--- config.mk ---
export PLATFORM = sky130hd
export DESIGN_NAME = dual_uart
export DESIGN_NICKNAME = d
export VERILOG_FILES = /design/src/dual_uart_pkg.sv /design/src/dual_uart.sv
export SDC_FILE = /design/constraint.sdc
export NUM_CORES = 1
export LEC_CHECK = 0
export ABC_AREA = 1
export BUFFER_PORTS_ARGS = -buffer_cell sky130_fd_sc_hd__buf_2
export CORE_ASPECT_RATIO = 0.75
export CORE_MARGIN = 2
export CORE_UTILIZATION = 47
export DETAILED_ROUTE_END_ITERATION = 6
export PLACE_DENSITY = 0.71
export SLEW_MARGIN = 15
export SYNTH_ARGS = -nofsm -noshare
export SYNTH_HDL_FRONTEND = slang
export SYNTH_SLANG_ARGS = --single-unit
--- constraint.sdc ---
create_clock -name clk -period 1.85 [get_ports clk]
set_clock_uncertainty 0.1 [all_clocks]
set_input_delay 0.37 -clock clk [delete_from_list [all_inputs] [get_ports clk]]
set_output_delay 0.37 -clock clk [all_outputs]
set_load 0.02 [all_outputs]
--- src/dual_uart_pkg.sv ---
`default_nettype none
package dual_uart_pkg;

  // ************************************************************
  // bus widths and register offsets
  // ************************************************************
  localparam int ADDR_W = 3;
  localparam int DATA_W = 8;
  localparam logic [2:0] OFS_DATA     = 3'h0;
  localparam logic [2:0] OFS_IEN      = 3'h1;
  localparam logic [2:0] OFS_PEND_ALT = 3'h2;
  localparam logic [2:0] OFS_FEAT     = 3'h3;
  localparam logic [2:0] OFS_MDM      = 3'h4;
  localparam logic [2:0] OFS_LSR      = 3'h5;
  localparam logic [2:0] OFS_MSTAT    = 3'h6;
  localparam logic [2:0] OFS_ENH      = 3'h7;

  // ************************************************************
  // field positions and reset values
  // ************************************************************
  localparam int MDM_DTR        = 0;
  localparam int MDM_RTS        = 1;
  localparam int MDM_IR         = 6;
  localparam int FEAT_IR_INV    = 2;
  localparam int FEAT_RS485     = 3;
  localparam int XST_RS485_INV  = 3;
  localparam int ENH_AUTO_RTS   = 6;
  localparam int ENH_AUTO_CTS   = 7;
  localparam int IEN_RX         = 0;
  localparam int IEN_TX         = 1;
  localparam int IEN_CTS        = 7;
  localparam int ALT_BCAST      = 0;
  localparam logic [7:0] REG_RST = 8'h00;

  // ************************************************************
  // timing
  // ************************************************************
  localparam int CLK_HZ  = 50000000;
  localparam int BAUD_HZ = 115200;
  localparam logic [15:0] BIT_CYCLES  = 16'(CLK_HZ / BAUD_HZ);
  localparam logic [15:0] HALF_BIT    = 16'(CLK_HZ / BAUD_HZ / 2);
  localparam logic [15:0] IR_PULSE    = 16'(CLK_HZ / BAUD_HZ * 3 / 16);
  localparam logic [2:0]  LAST_BIT    = 3'h7;

  // ************************************************************
  // types
  // ************************************************************
  typedef enum logic [1:0] {
    LN_IDLE  = 2'b00,
    LN_START = 2'b01,
    LN_DATA  = 2'b10,
    LN_STOP  = 2'b11
  } line_state_e;

  typedef struct packed {
    logic [7:0] ien;
    logic [7:0] alt;
    logic [7:0] feat;
    logic [7:0] mdm;
    logic [7:0] xst;
    logic [7:0] enh;
  } chan_regs_s;

  typedef struct packed {
    logic       sel;
    logic       pick;
    logic [2:0] addr;
    logic [7:0] data;
  } host_cycle_s;

endpackage
`default_nettype wire

--- src/dual_uart.sv ---
// What this block does
// - accept cycles only while device select low
// - pick low means channel B, high A
// - broadcast bit writes both channels at once
// - per-channel high interrupt while service needed
// - low transmit-ready reflects holding register fill
// - ir bit clear: standard async serial pins
// - standard transmit idles and resets high
// - ir bit set: ir coding, idle low
// - optional inversion of ir receive input
// - rts as automatic rs485 direction control
// - cts general input or gates transmitter
// - active low dtr general purpose output
// - rts general purpose output otherwise, deasserted while receive holding full if auto rts on
// - three-bit address picks channel register
// - read starts at strobe fall, data driven
// - write latched on write strobe rise
`timescale 1ns/1ps
`default_nettype none
module dual_uart (
  input  wire logic       clk,
  input  wire logic       sys_rst,
  input  wire logic       deviceSelectN,
  input  wire logic       channel_pick,
  input  wire logic [2:0] regAddr,
  input  wire logic [7:0] busDataIn,
  output logic      [7:0] busDataOut,
  output logic            busDataOe,
  input  wire logic       read_strobe_n,
  input  wire logic       write_strobe_n,
  output logic            irq_out_a,
  output logic            irq_out_b,
  output logic            tx_space_n_a,
  output logic            tx_space_n_b,
  output logic            serial_out_a,
  output logic            serial_out_b,
  input  wire logic       serial_in_a,
  input  wire logic       serial_in_b,
  output logic            request_send_n_a,
  output logic            request_send_n_b,
  input  wire logic       clear_send_n_a,
  input  wire logic       clear_send_n_b,
  output logic            terminal_ready_n_a,
  output logic            terminal_ready_n_b
);

  // ************************************************************
  // channel decode
  // ************************************************************
  // index 0 is channel A (pick high), index 1 is channel B (pick low)
  function automatic logic chanHit(input logic pick, input int idx);
    chanHit = (pick == (idx == 0));
  endfunction

  logic                     rdPrev_reg;
  logic                     wrPrev_reg;
  dual_uart_pkg::host_cycle_s cap_reg;
  logic                     rdStart;
  logic                     wrCommit;
  logic                     bcast;
  logic                     rdPick_reg;
  logic                     rdPend_reg;
  logic [1:0]               wrHit;
  logic [1:0]               rdHit;
  logic [1:0]               serialIn;
  logic [1:0]               ctsN;
  logic [1:0]               irqOut;
  logic [1:0]               txSpaceN;
  logic [1:0]               serialOut;
  logic [1:0]               rtsN;
  logic [1:0]               dtrN;
  logic [1:0]               bcastBit;
  logic [7:0]               chanRead [2];

  assign serialIn = {serial_in_b, serial_in_a};
  assign ctsN     = {clear_send_n_b, clear_send_n_a};

  // ************************************************************
  // host strobes
  // ************************************************************
  always_ff @(posedge clk) begin
    if (sys_rst) begin
      rdPrev_reg <= 1'b1;
      wrPrev_reg <= 1'b1;
    end else begin
      rdPrev_reg <= read_strobe_n;
      wrPrev_reg <= write_strobe_n;
    end
  end

  // address and data captured while write strobe is low
  always_ff @(posedge clk) begin
    if (sys_rst) begin
      cap_reg <= '0;
    end else if (!write_strobe_n) begin
      cap_reg <= {~deviceSelectN, channel_pick, regAddr, busDataIn};
    end
  end

  assign rdStart  = rdPrev_reg && !read_strobe_n && !deviceSelectN;
  assign wrCommit = !wrPrev_reg && write_strobe_n && cap_reg.sel;
  assign bcast    = |bcastBit;

  always_comb begin
    for (int i = 0; i < 2; i++) begin
      wrHit[i] = wrCommit && (bcast || chanHit(cap_reg.pick, i));
      rdHit[i] = rdStart && chanHit(channel_pick, i);
    end
  end

  // ************************************************************
  // read data path
  // ************************************************************
  always_ff @(posedge clk) begin
    if (sys_rst) begin
      rdPend_reg <= 1'b0;
      rdPick_reg <= 1'b0;
    end else begin
      rdPend_reg <= rdStart;
      rdPick_reg <= channel_pick;
    end
  end

  always_ff @(posedge clk) begin
    if (sys_rst) begin
      busDataOut <= 8'h00;
    end else if (rdPend_reg) begin
      busDataOut <= rdPick_reg ? chanRead[0] : chanRead[1];
    end
  end

  assign busDataOe = !read_strobe_n && !deviceSelectN && !rdStart;

  // ************************************************************
  // channels
  // ************************************************************
  for (genvar c = 0; c < 2; c++) begin : g_chan
    dual_uart_pkg::chan_regs_s  regs_reg;
    dual_uart_pkg::line_state_e txState_reg;
    dual_uart_pkg::line_state_e rxState_reg;
    logic [7:0]  hold_reg;
    logic [7:0]  rhr_reg;
    logic [7:0]  txShift_reg;
    logic [7:0]  rxShift_reg;
    logic [15:0] txCnt_reg;
    logic [15:0] rxCnt_reg;
    logic [15:0] irCnt_reg;
    logic [2:0]  txBit_reg;
    logic [2:0]  rxBit_reg;
    logic        thrFull_reg;
    logic        rxFull_reg;
    logic        ctsPrev_reg;
    logic        ctsDelta_reg;
    logic        serialOut_reg;
    logic        rtsN_reg;
    logic        dtrN_reg;
    logic        irq_reg;
    logic        txSpaceN_reg;
    logic        wrData;
    logic        rdData;
    logic        rdStatus;
    logic        txLoad;
    logic        rxDone;
    logic        txLine;
    logic        irMode;
    logic        irRaw;
    logic        rxLine;
    logic        rxPend;
    logic        txPend;
    logic        ctsPend;

    assign wrData   = wrHit[c] && (cap_reg.addr == dual_uart_pkg::OFS_DATA);
    assign rdData   = rdHit[c] && (regAddr == dual_uart_pkg::OFS_DATA);
    assign rdStatus = rdPend_reg && chanHit(rdPick_reg, c) && regAddr == dual_uart_pkg::OFS_MSTAT;
    assign irMode   = regs_reg.mdm[dual_uart_pkg::MDM_IR];

    // register writes
    always_ff @(posedge clk) begin
      if (sys_rst) begin
        regs_reg <= {6{dual_uart_pkg::REG_RST}};
        hold_reg <= dual_uart_pkg::REG_RST;
      end else if (wrHit[c]) begin
        case (cap_reg.addr)
          dual_uart_pkg::OFS_DATA:     hold_reg      <= cap_reg.data;
          dual_uart_pkg::OFS_IEN:      regs_reg.ien  <= cap_reg.data;
          dual_uart_pkg::OFS_PEND_ALT: regs_reg.alt  <= cap_reg.data;
          dual_uart_pkg::OFS_FEAT:     regs_reg.feat <= cap_reg.data;
          dual_uart_pkg::OFS_MDM:      regs_reg.mdm  <= cap_reg.data;
          dual_uart_pkg::OFS_MSTAT:    regs_reg.xst  <= cap_reg.data;
          dual_uart_pkg::OFS_ENH:      regs_reg.enh  <= cap_reg.data;
          default:                     hold_reg      <= hold_reg;
        endcase
      end
    end

    assign bcastBit[c] = regs_reg.alt[dual_uart_pkg::ALT_BCAST];

    // holding register fill, set wins over clear
    always_ff @(posedge clk) begin
      if (sys_rst) begin
        thrFull_reg <= 1'b0;
        rxFull_reg  <= 1'b0;
      end else begin
        thrFull_reg <= wrData || (thrFull_reg && !txLoad);
        rxFull_reg  <= rxDone || (rxFull_reg && !rdData);
      end
    end

    // cts change flag, cleared by status read
    always_ff @(posedge clk) begin
      if (sys_rst) begin
        ctsPrev_reg  <= ctsN[c];
        ctsDelta_reg <= 1'b0;
      end else begin
        ctsPrev_reg  <= ctsN[c];
        ctsDelta_reg <= (ctsPrev_reg != ctsN[c]) || (ctsDelta_reg && !rdStatus);
      end
    end

    // transmitter, held off by cts when auto cts is on
    assign txLoad = (txState_reg == dual_uart_pkg::LN_IDLE) && thrFull_reg &&
                    !(regs_reg.enh[dual_uart_pkg::ENH_AUTO_CTS] && ctsN[c]);

    always_ff @(posedge clk) begin
      if (sys_rst) begin
        txState_reg <= dual_uart_pkg::LN_IDLE;
        txCnt_reg   <= 16'h0000;
        txBit_reg   <= 3'h0;
        txShift_reg <= 8'h00;
      end else begin
        case (txState_reg)
          dual_uart_pkg::LN_IDLE: begin
            txCnt_reg <= 16'h0000;
            if (txLoad) begin
              txShift_reg <= hold_reg;
              txState_reg <= dual_uart_pkg::LN_START;
            end
          end
          dual_uart_pkg::LN_START: begin
            txCnt_reg <= txCnt_reg + 16'h0001;
            if (txCnt_reg == dual_uart_pkg::BIT_CYCLES - 16'h0001) begin
              txCnt_reg   <= 16'h0000;
              txBit_reg   <= 3'h0;
              txState_reg <= dual_uart_pkg::LN_DATA;
            end
          end
          dual_uart_pkg::LN_DATA: begin
            txCnt_reg <= txCnt_reg + 16'h0001;
            if (txCnt_reg == dual_uart_pkg::BIT_CYCLES - 16'h0001) begin
              txCnt_reg   <= 16'h0000;
              txShift_reg <= {1'b0, txShift_reg[7:1]};
              txBit_reg   <= txBit_reg + 3'h1;
              if (txBit_reg == dual_uart_pkg::LAST_BIT) begin
                txState_reg <= dual_uart_pkg::LN_STOP;
              end
            end
          end
          dual_uart_pkg::LN_STOP: begin
            txCnt_reg <= txCnt_reg + 16'h0001;
            if (txCnt_reg == dual_uart_pkg::BIT_CYCLES - 16'h0001) begin
              txCnt_reg   <= 16'h0000;
              txState_reg <= dual_uart_pkg::LN_IDLE;
            end
          end
          default: txState_reg <= dual_uart_pkg::LN_IDLE;
        endcase
      end
    end

    always_comb begin
      case (txState_reg)
        dual_uart_pkg::LN_START: txLine = 1'b0;
        dual_uart_pkg::LN_DATA:  txLine = txShift_reg[0];
        default:                 txLine = 1'b1;
      endcase
    end

    // serial output, ir pulse on each zero bit
    always_ff @(posedge clk) begin
      if (sys_rst) begin
        serialOut_reg <= 1'b1;
      end else if (irMode) begin
        serialOut_reg <= !txLine && (txCnt_reg < dual_uart_pkg::IR_PULSE);
      end else begin
        serialOut_reg <= txLine;
      end
    end

    // ir decoder: pulse stretched to one bit time
    assign irRaw = regs_reg.feat[dual_uart_pkg::FEAT_IR_INV] ? !serialIn[c] : serialIn[c];

    always_ff @(posedge clk) begin
      if (sys_rst) begin
        irCnt_reg <= 16'h0000;
      end else if (irMode && irRaw) begin
        irCnt_reg <= dual_uart_pkg::BIT_CYCLES;
      end else if (irCnt_reg != 16'h0000) begin
        irCnt_reg <= irCnt_reg - 16'h0001;
      end
    end

    assign rxLine = irMode ? (irCnt_reg == 16'h0000) : serialIn[c];

    // receiver
    assign rxDone = (rxState_reg == dual_uart_pkg::LN_STOP) &&
                    (rxCnt_reg == dual_uart_pkg::BIT_CYCLES - 16'h0001);

    always_ff @(posedge clk) begin
      if (sys_rst) begin
        rxState_reg <= dual_uart_pkg::LN_IDLE;
        rxCnt_reg   <= 16'h0000;
        rxBit_reg   <= 3'h0;
        rxShift_reg <= 8'h00;
        rhr_reg     <= 8'h00;
      end else begin
        case (rxState_reg)
          dual_uart_pkg::LN_IDLE: begin
            rxCnt_reg <= 16'h0000;
            if (!rxLine) begin
              rxState_reg <= dual_uart_pkg::LN_START;
            end
          end
          dual_uart_pkg::LN_START: begin
            rxCnt_reg <= rxCnt_reg + 16'h0001;
            if (rxCnt_reg == dual_uart_pkg::HALF_BIT) begin
              rxCnt_reg   <= 16'h0000;
              rxBit_reg   <= 3'h0;
              rxState_reg <= rxLine ? dual_uart_pkg::LN_IDLE : dual_uart_pkg::LN_DATA;
            end
          end
          dual_uart_pkg::LN_DATA: begin
            rxCnt_reg <= rxCnt_reg + 16'h0001;
            if (rxCnt_reg == dual_uart_pkg::BIT_CYCLES - 16'h0001) begin
              rxCnt_reg   <= 16'h0000;
              rxShift_reg <= {rxLine, rxShift_reg[7:1]};
              rxBit_reg   <= rxBit_reg + 3'h1;
              if (rxBit_reg == dual_uart_pkg::LAST_BIT) begin
                rxState_reg <= dual_uart_pkg::LN_STOP;
              end
            end
          end
          dual_uart_pkg::LN_STOP: begin
            rxCnt_reg <= rxCnt_reg + 16'h0001;
            if (rxDone) begin
              rxCnt_reg   <= 16'h0000;
              rhr_reg     <= rxShift_reg;
              rxState_reg <= dual_uart_pkg::LN_IDLE;
            end
          end
          default: rxState_reg <= dual_uart_pkg::LN_IDLE;
        endcase
      end
    end

    // interrupt sources
    assign rxPend  = regs_reg.ien[dual_uart_pkg::IEN_RX] && rxFull_reg;
    assign txPend  = regs_reg.ien[dual_uart_pkg::IEN_TX] && !thrFull_reg;
    assign ctsPend = regs_reg.ien[dual_uart_pkg::IEN_CTS] && ctsDelta_reg;

    // modem and status outputs
    always_ff @(posedge clk) begin
      if (sys_rst) begin
        irq_reg      <= 1'b0;
        txSpaceN_reg <= 1'b0;
        dtrN_reg     <= 1'b1;
        rtsN_reg     <= 1'b1;
      end else begin
        irq_reg      <= rxPend || txPend || ctsPend;
        txSpaceN_reg <= thrFull_reg;
        dtrN_reg     <= !regs_reg.mdm[dual_uart_pkg::MDM_DTR];
        if (regs_reg.feat[dual_uart_pkg::FEAT_RS485]) begin
          rtsN_reg <= (txState_reg == dual_uart_pkg::LN_IDLE) ^
                      regs_reg.xst[dual_uart_pkg::XST_RS485_INV];
        end else if (regs_reg.enh[dual_uart_pkg::ENH_AUTO_RTS]) begin
          rtsN_reg <= !(regs_reg.mdm[dual_uart_pkg::MDM_RTS] && !rxFull_reg);
        end else begin
          rtsN_reg <= !regs_reg.mdm[dual_uart_pkg::MDM_RTS];
        end
      end
    end

    // read mux
    always_comb begin
      case (regAddr)
        dual_uart_pkg::OFS_DATA:     chanRead[c] = rhr_reg;
        dual_uart_pkg::OFS_IEN:      chanRead[c] = regs_reg.ien;
        dual_uart_pkg::OFS_PEND_ALT: chanRead[c] = {5'h00, ctsPend, txPend, rxPend};
        dual_uart_pkg::OFS_FEAT:     chanRead[c] = regs_reg.feat;
        dual_uart_pkg::OFS_MDM:      chanRead[c] = regs_reg.mdm;
        dual_uart_pkg::OFS_LSR:      chanRead[c] = {1'b0,
                                                    (txState_reg == dual_uart_pkg::LN_IDLE) &&
                                                    !thrFull_reg,
                                                    !thrFull_reg, 4'h0, rxFull_reg};
        dual_uart_pkg::OFS_MSTAT:    chanRead[c] = {ctsDelta_reg, 2'h0, !ctsN[c],
                                                    regs_reg.xst[3:0]};
        dual_uart_pkg::OFS_ENH:      chanRead[c] = regs_reg.enh;
        default:                     chanRead[c] = 8'h00;
      endcase
    end

    assign irqOut[c]    = irq_reg;
    assign txSpaceN[c]  = txSpaceN_reg;
    assign serialOut[c] = serialOut_reg;
    assign rtsN[c]      = rtsN_reg;
    assign dtrN[c]      = dtrN_reg;
  end

  // ************************************************************
  // pin mapping
  // ************************************************************
  assign irq_out_a          = irqOut[0];
  assign irq_out_b          = irqOut[1];
  assign tx_space_n_a       = txSpaceN[0];
  assign tx_space_n_b       = txSpaceN[1];
  assign serial_out_a       = serialOut[0];
  assign serial_out_b       = serialOut[1];
  assign request_send_n_a   = rtsN[0];
  assign request_send_n_b   = rtsN[1];
  assign terminal_ready_n_a = dtrN[0];
  assign terminal_ready_n_b = dtrN[1];

endmodule
`default_nettype wire

Word level (Yosys, flattened, before mapping). Index checks and enable logic that the tools add are counted.

Bits in registers: 297. Logic and storage cells: 350. Output and inout port bits: 19. Input port bits: 21.

Bitwise logic cells: 6. $add $sub $neg: 10. Mux-type cells: 75. Reduce and logical (&&, ||, !) cells: 137. Eq/ne operators: 57. $lt $le $gt $ge: 2.

Operators with widths (number): 16-bit 2-to-1 mux (8); 16-bit one-hot mux with 4 select lines (2); 8-bit one-hot mux with 8 select lines (2); 16-bit by 1-bit adder with 16-bit output, second input constant (4); 16-bit by 9-bit equality test with 1-bit output, second input constant (4); 16-bit one-hot mux with 2 select lines (2); 1-bit logical AND (46); 2-bit 2-to-1 mux (22); 8-bit 2-to-1 mux (5); 2-bit != test, second input constant (20); 9-bit 2-to-1 mux (4); 2-bit AND reduction (18); 3-bit equality test, second input constant (11); 16-bit by 8-bit equality test with 1-bit output, second input constant (2); 16-bit zero test (2); 16-bit by 7-bit < comparator with 1-bit output, second input constant (2); 2-bit one-hot mux with 4 select lines (4); 8-bit one-hot mux with 2 select lines (2); 16-bit nonzero test (2); 16-bit by 1-bit subtractor with 16-bit output, second input constant (2); 1-bit zero test (28); 3-bit 2-to-1 mux (8); 3-bit one-hot mux with 2 select lines (4); 5-bit AND reduction (4); 17 further kinds (79).

Depth between registers and ports, before layout. Gate-level depths: netlist of the first run.

Depth in word-level cells: 8. Mapped depth: 12. Depth with buffers taken out: 12.

Least setup slack after synthesis of the first run. OpenSTA, ideal clock, no wires.

Path kind: reg-to-reg. Start point: reg g_chan[0].txState_reg[0]. End point: reg g_chan[0].txShift_reg[7]. Setup slack: 169 ps. Period minus slack after synthesis: 1681 ps. Arrival time: 1510 ps. Library setup time: 70 ps. Data required time: 1680 ps. Stages on the path, launching flop included: 10. Path through: dfxtp_1 > inv_1 > ha_1 > clkbuf_1 > inv_1 > o21ai_0 > nand2_2 > clkinv_2 > nand3_1 > a21oi_1.

Longest elaborated chain between the ends: 5.

Ends and longest elaborated chain: start: declaration (line dual_uart.sv:139) `dual_uart_pkg::line_state_e txState_reg;`; start signal: assignment (line dual_uart.sv:226) `txState_reg <= dual_uart_pkg::LN_IDLE;`; start signal: assignment (line dual_uart.sv:236) `txState_reg <= dual_uart_pkg::LN_START;`; start signal: assignment (line dual_uart.sv:244) `txState_reg <= dual_uart_pkg::LN_DATA;`; 2-bit zero test (line dual_uart.sv:221, dual_uart.sv:231); 1-bit logical AND (2 in series) (line dual_uart.sv:221) `assign txLoad = (txState_reg == dual_uart_pkg::LN_IDLE) && thrFull_reg &&`; 2-bit != test (no line); 3-bit AND reduction (no line); end signal: assignment (line dual_uart.sv:235) `txShift_reg <= hold_reg;`; end signal: assignment (line dual_uart.sv:251) `txShift_reg <= {1'b0, txShift_reg[7:1]};`; end: declaration (line dual_uart.sv:143) `logic [7:0] txShift_reg;`.

Parallel ways exist; a longest one is shown, timed or not. A chain may end at the register's enable or synchronous reset.

Worst setup path in the final report of the first run.
Start point: reg rdPrev_reg. End point: out busDataOe.

Longest elaborated chain between the ends: 4.

Ends and longest elaborated chain: start: declaration (line dual_uart.sv:55) `logic rdPrev_reg;`; start signal: assignment (line dual_uart.sv:86) `rdPrev_reg <= read_strobe_n;`; 1-bit logical AND (2 in series) (line dual_uart.sv:100) `assign rdStart = rdPrev_reg && !read_strobe_n && !deviceSelectN;`; 1-bit zero test (line dual_uart.sv:132) `assign busDataOe = !read_strobe_n && !deviceSelectN && !rdStart;`; 1-bit logical AND (line dual_uart.sv:132); end: declaration (line dual_uart.sv:28) `output logic busDataOe,`.

No other way between the ends.

==> impl_results.md, run 1 <==
* Number of nets with antenna violations after routing at 0
* P&R area growth vs syn at 16.3%
* DRC violation count after routing at 0
* Number of buffers created by CTS at 30
* Unrepaired setup endpoints after global routing: true
* Maximum root-to-sink buffer count at 3
* Io pins at 40
* Number of nets produced by synthesis at 1969
* Worst relative slew slack at 53.1%
* Worst min-delay path class: input port to register
* Vias in the first global route at 11213
* Max FFs per register at 70
* WS Path Type: register to output pin
* Global placer's final weighted congestion at 0.929
* Kind of launch point of the worst setup path: register
* Depth of the worst hold-timing path at 3
* ANT cells at 0
* Cell count after synthesis at around 1900
* Total clock sinks at between 200 and 300
* Clock edge transition at the registers on the reported setup and hold paths at 70 ps
* Leading cell types in the layout, fill and taps excluded: 327 x nand2_1, 301 x nor2_1, 291 x dfxtp_1
* Fill cells at 2764
* Vias per cell at 5.21
* Max-capacitance violation count at 0
* Number of synthesized flops with an enable pin at 0
* Maximum fanout encountered on the critical timing path at 3
* Share of the yosys chip area belonging to registers at 43.5%
* # H-tree levels at 1
* Power per cell area at between 1000 and 1500 nW/um2
* DRT Pass-1 Iters at 5
* Post-synthesis register bit count at ~300
* Effective utilization at floorplan at 47.4%
* Die Y at 152 um
* Clock latency on the worst-skew pair at 580 ps
* Leak Pwr at 6.64 nW
* TritonCTS clock tree: built
* Number of max-slew violations in the final report at 0
* Worst ir drop on vdd at 846 uV
* Gr ovfl total at 0
* Number of port buffers at 39
* Final number of setup-violating endpoints at 0
* Area of the multi-input gates at 6710 um2
* Number of hold-slack violations in the final timing report at 0
* Area enclosed by the die boundary at 30500 um2
* Worst-Margin Slew at ~700 ps
* Most common cell after layout, fill and taps aside: nand2_1
* Aggregate global-route resource usage at 22.6%
* Achievable clock frequency at 559 MHz
* Total wirelength of the detailed-routed design at 35400 um
* Sequential cell area at 5950 um2
* Number of nets at the end of the flow at a little over 2000
* Initial antenna violation count at 0
* Share of the clock period used by the worst path after layout at a little over nine tenths
* Worst Path Arrival at 1320 ps
* Netlist Area Pre-Place at 13700 um2
* Most used DFF post-synth: dfxtp_1
* Fraction of layout cells with a size suffix above 1 at 12.5%
* Maximum number of pins on one net before global-route repair at 33
* DRT iter0 DRCs at 1048
* Endpoint class of the critical path: output pin
* Async set-or-reset flop fraction in the synthesized netlist at 0%
* Netlist cell types at between 40 and 50
* Half-perimeter wire length after placement at ~25000 um
* Global-route wire length before repair at 56300 um
* Final period demand of the worst path at 1790 ps
* Number of cell instances on the worst register-to-register path at 10
* Setup_tns at 0 ps
* Outcome: completed
* Syn Area/Cell at roughly 7 um2
* Total number of vias at about 13000
* Core Footprint at 28900 um2
* Cell at the root of the clock tree: clkbuf_16
* Horizontal extent of the die at approximately 200 um
* Required @ worst endpoint at 1380 ps
* Warnings, synthesis at 0
* Total number of placement rows at 54
* Post-layout utilization of the core at 55.2%
* DR WL/cell at 14.6 um
-- synthesized netlist by cell type, drive strengths merged (4+ instances only) --
cell / instances / area, um2
nand2: 340 / 1310
nor2: 324 / 1280
dfxtp: 297 / 5950
inv: 211 / 792
o21ai: 184 / 921
a21oi: 170 / 862
nand3: 110 / 566
nor3: 42 / 233
clkbuf: 32 / 120
buf: 31 / 201
ha: 31 / 388
nand4: 25 / 156
xor2: 24 / 210
or2: 22 / 138
xnor2: 9 / 78.8
a22oi: 7 / 52.6
mux2i: 7 / 70.1
o22ai: 7 / 43.8
nor3b: 6 / 45.0
a211oi: 5 / 37.5
a31oi: 5 / 31.3
nand3b: 5 / 37.5
clkinv: 4 / 17.5
nor4: 4 / 25.0
o211ai: 4 / 30.0
-- worst paths after layout --
kind         slack, ps                   start                 endpoint
max                 60              rdPrev_reg                busDataOe
max reg2reg        120  g_chan[1].txCnt_reg[0]  g_chan[1].txCnt_reg[14]
min reg2reg        320  g_chan[1].regs_reg[16]       terminal_ready_n_b
min                 10            busDataIn[6]               cap_reg[6]
-- critical path, stage by stage (launching register included) --
cell and delay [ps]:
dfxtp_1 340, nor3_2 200, buf_2 200
-- cell families (layout without fill, tap and decap cells) --
family / count (synthesis) / after routing / synth area share, %
compound gates: 391 / 392 / 15.0
xor+xnor: 33 / 33 / 2.11
fa+ha+maj: 31 / 31 / 2.83
buf+inv: 278 / 390 / 8.27
flops: 297 / 297 / 43.5
mux: 7 / 7 / 0.512
simple gates: 880 / 880 / 27.8
-- cell type report --
cell class / count / share of cell area (%)
sequential: 297 / 37.4
timing repair buffer: 118 / 5.47
timing repair inverter: 2 / 0.0629
inverter: 215 / 5.19
clock buffer: 39 / 5.31
clock inverter: 16 / 1.32
multi-input combinational: 1343 / 42.2
tap: 392 / 3.08
-- per-layer routing --
metal / routed length [um] / track usage [%] / vias to the layer above
li1: - / - / 6419
met1: 17100 / 32.3 / 5770
met2: 15000 / 35.0 / 372
met3: 2430 / 4.06 / 66
met4: 842 / 5.96 / 0
met5: 0 / 0 / -
-- stage by stage --
step | cell area, um2 | worst slack, ps | power, mW | hold slack, ps | instances
6_report | 15900 | 61.9 | 17.7 | 13.3 | 2422
5_1_grt | 15900 | -37.2 | 18.7 | 0.427 | 2422
4_1_cts | 15700 | 10.5 | 17.7 | 3.05 | 2415
3_5_place_dp | 14600 | -71.3 | 11.2 | 319 | 2350
3_3_place_gp | 14600 | -37.1 | 11.1 | 306 | 2350
2_1_floorplan | 13700 | 169 | 10.2 | 266 | 1917
-- power breakdown --
| part | switching [mW] | internal [mW] | total (mW) |
|---|---|---|---|
| Sequential | 0.400 | 6.86 | 7.26 |
| Combinational | 2.46 | 1.55 | 4.02 |
| Clock | 2.65 | 3.78 | 6.43 |
| Total | 5.51 | 12.2 | 17.7 |
-- repair_timing --
item | in CTS | in global routing
gates resized for setup | 2 | 48
pin swaps | 0 | 4
endpoints found under the setup margin | 2 | 83
hold endpoints to repair | 11 | 0
setup buffers | 0 | 4
hold buffers | 10 | 0
gates cloned | 0 | 3
Power figures use the tool's default switching activity.
==> run 2: changes to the inputs <==
Settings changed: BUFFER_PORTS_ARGS -buffer_cell sky130_fd_sc_hd__buf_2 to -buffer_cell sky130_fd_sc_hd__buf_4, CELL_PAD_IN_SITES_DETAIL_PLACEMENT from default to 1, CELL_PAD_IN_SITES_GLOBAL_PLACEMENT from default to 1, CORE_UTILIZATION 47 to 46, PLACE_DENSITY 0.71 to 0.88.
==> run 2 against run 1 <==
Non-clock buffer count rose by 25. Maximum frequency down 2.3%. Hold slack improved by 5.6 ps. Power is 6.7% higher. Sequential share of layout area fell by 1.1 points. Clock-buffer cell count rose by 1.
==> impl_results.md, run 2 (same netlist as run 1, synthesis figures left out) <==
* Clock latency on the worst-skew pair at 600 ps
* Total clock sinks at 297
* Total number of placement rows at 54
* TritonCTS clock tree: built
* Critical-path cell list: nor3_2, buf_4
* Count of placed standard cells in the final layout, fillers left out at 2446
* Maximum root-to-sink buffer count at 3
* Global-route wire length before repair at about 73000 um
* Aggregate global-route resource usage at 28.9%
* Net switching power figure at ~6.2 mW
* P&R area growth vs syn at 20.0%
* Half-perimeter wire length after placement at ~31000 um
* Worst Path Arrival at 1360 ps
* Max FFs per register at 70
* Worst path buffer plus inverter count at 1
* Worst path max stage delay at 340 ps
* Share of the clock period used by the worst path after layout at 98.9%
* Vias per cell at 5.64
* Area enclosed by the die boundary at just over 30000 um2
* Clock edge transition at the registers on the reported setup and hold paths at 70 ps
* Required @ worst endpoint at 1380 ps
* Number of nets with antenna violations after routing at 0
* Io pins at 40
* Cell internal power dissipation at approximately 13 mW
* Outcome: completed
* Gr ovfl total at 0
* Maximum fanout encountered on the critical timing path at 3
* Final number of setup-violating endpoints at 0
* Total instance count after detailed placement at 2351
* Horizontal extent of the die at 203 um
* Final period demand of the worst path at between 1500 and 2000 ps
* Vias in the first global route at 13866
* Die Y at ~150 um
* Leading cell types in the layout, fill and taps excluded: 321 x nand2_1, 295 x nor2_1, 285 x dfxtp_1
* Number of port buffers at 39
* Worst min-delay path class: input port to register
* DRT iter0 DRCs at ~1200
* WS Path Type: register to output pin
* Power per cell area at 1150 nW/um2
* Worst ir drop on vdd at 830 uV
* Kind of launch point of the worst setup path: register
* Number of nets at the end of the flow at 2085
* Max-capacitance violation count at 0
* # H-tree levels at 1
* Fraction of layout cells with a size suffix above 1 at 14.9%
* Number of hold-slack violations in the final timing report at 0
* Leak Pwr at slightly below 7 nW
* Power after layout at 18.9 mW
* Endpoint class of the critical path: output pin
* Combinational fraction of design power at 25.2%
* DR WL/cell at just under 20 um
* Clock network fraction of total power at roughly 36%
* Maximum number of pins on one net before global-route repair at 50
* CP delay by family, top: flip-flops
* Total wirelength of the detailed-routed design at 47400 um
* Effective utilization at floorplan at 46.9%
* Worst-path cell with the longest stage delay: dfxtp_1
* Number of max-slew violations in the final report at 0
* DRC violation count after routing at 0
* Reg power frac at 38.8%
* Worst-Margin Slew at 693 ps
* Cell at the root of the clock tree: clkbuf_16
* Core Footprint at 29200 um2
* Number of buffers created by CTS at 31
* ANT cells at 0
* Initial antenna violation count at 1
* Unrepaired setup endpoints after global routing: true
* Total number of vias at 13804
* Achievable clock frequency at roughly 550 MHz
* Switching Share at 32.9%
* Global placer's final weighted congestion at 0.972
* Worst relative slew slack at 53.8%
* DRT Pass-1 Iters at 5
* Most common cell after layout, fill and taps aside: nand2_1
==> run 2: changes by cell type in the layout (fill, tap and decap cells not counted), sizes merged <==
cell,delta
buf,+20
dlygate4sd3,+5
clkinv,-3
bufinv,+2
clkinvlp,-2
a21oi,-1
clkbuf,+1
inv,+1
nand2,+1
==> run 2: per-stage QoR <==
| step | hold WS (ps) | utilization [%] | TNS, ps | setup WS [ps] | area [um2] |
|---|---|---|---|---|---|
| global route | 13.0 | 56.2 | -699 | -87.0 | 16400 |
| detailed placement | 324 | 50.4 | -175 | -51.5 | 14700 |
| global placement | 307 | 50.4 | 0 | 45.9 | 14700 |
| floorplan | 266 | - | 0 | 169 | 13700 |
| finish | 19.0 | 56.2 | 0 | 20.7 | 16400 |
| CTS | 2.39 | 55.0 | 0 | 1.21 | 16000 |
==> run 2: path summary, 6_finish.rpt <==
check	startpoint	endpoint	slack, ps	cells past startpoint
setup reg to reg	g_chan[1].txState_reg[0]	g_chan[1].txState_reg[0]	40	7
hold / removal	sys_rst	g_chan[1].rxShift_reg[7]	20	2
hold reg to reg	g_chan[1].regs_reg[16]	terminal_ready_n_b	330	1
setup / recovery	rdPrev_reg	busDataOe	20	2
==> run 2: timing repair <==
item                       CTS  global route
hold buffers                15             0
setup endpoints to repair   26           111
gates cloned                 2             2
pin swaps                    4            20
gates resized for setup     24            80
hold endpoints to repair    16             0
buffers inserted             4            18
==> run 2: power by group through the flow <==
stage	clock (mW)	sequential, mW	combinational, mW
after floorplan	0	7.28	2.90
after global placement	0	7.37	3.88
after detailed placement	0	7.40	4.12
after CTS	6.84	7.28	4.39
after global routing	7.14	7.38	5.29
final	6.80	7.33	4.77
==> run 2: worst reg2reg max path, stage by stage (launching register included) <==
cell and delay (ps):
dfxtp_2 360, inv_2 90, ha_4 200, or2_2 330
o21ai_2 160, nand3b_1 200, nor3_1 200, nor2_1 60
==> run 2: final cells by class <==
class / instances / area (um2)
Multi-Input combinational cell: 1343 / 6860
Inverter: 215 / 823
Tap cell: 392 / 490
Timing Repair Buffer: 143 / 1190
Clock inverter: 14 / 243
Clock buffer: 40 / 840
Fill cell: 3691 / 12800
Sequential cell: 297 / 5970
Timing Repair inverter: 2 / 12.5
==> run 2: layer usage <==
metal / vias up / track usage [%] / routed length (um)
met3: 78 / 4.22 / 2600
li1: 6451 / - / -
met1: 6838 / 39.1 / 21000
met2: 437 / 49.1 / 22800
met5: - / 0 / 0
met4: 0 / 6.29 / 997
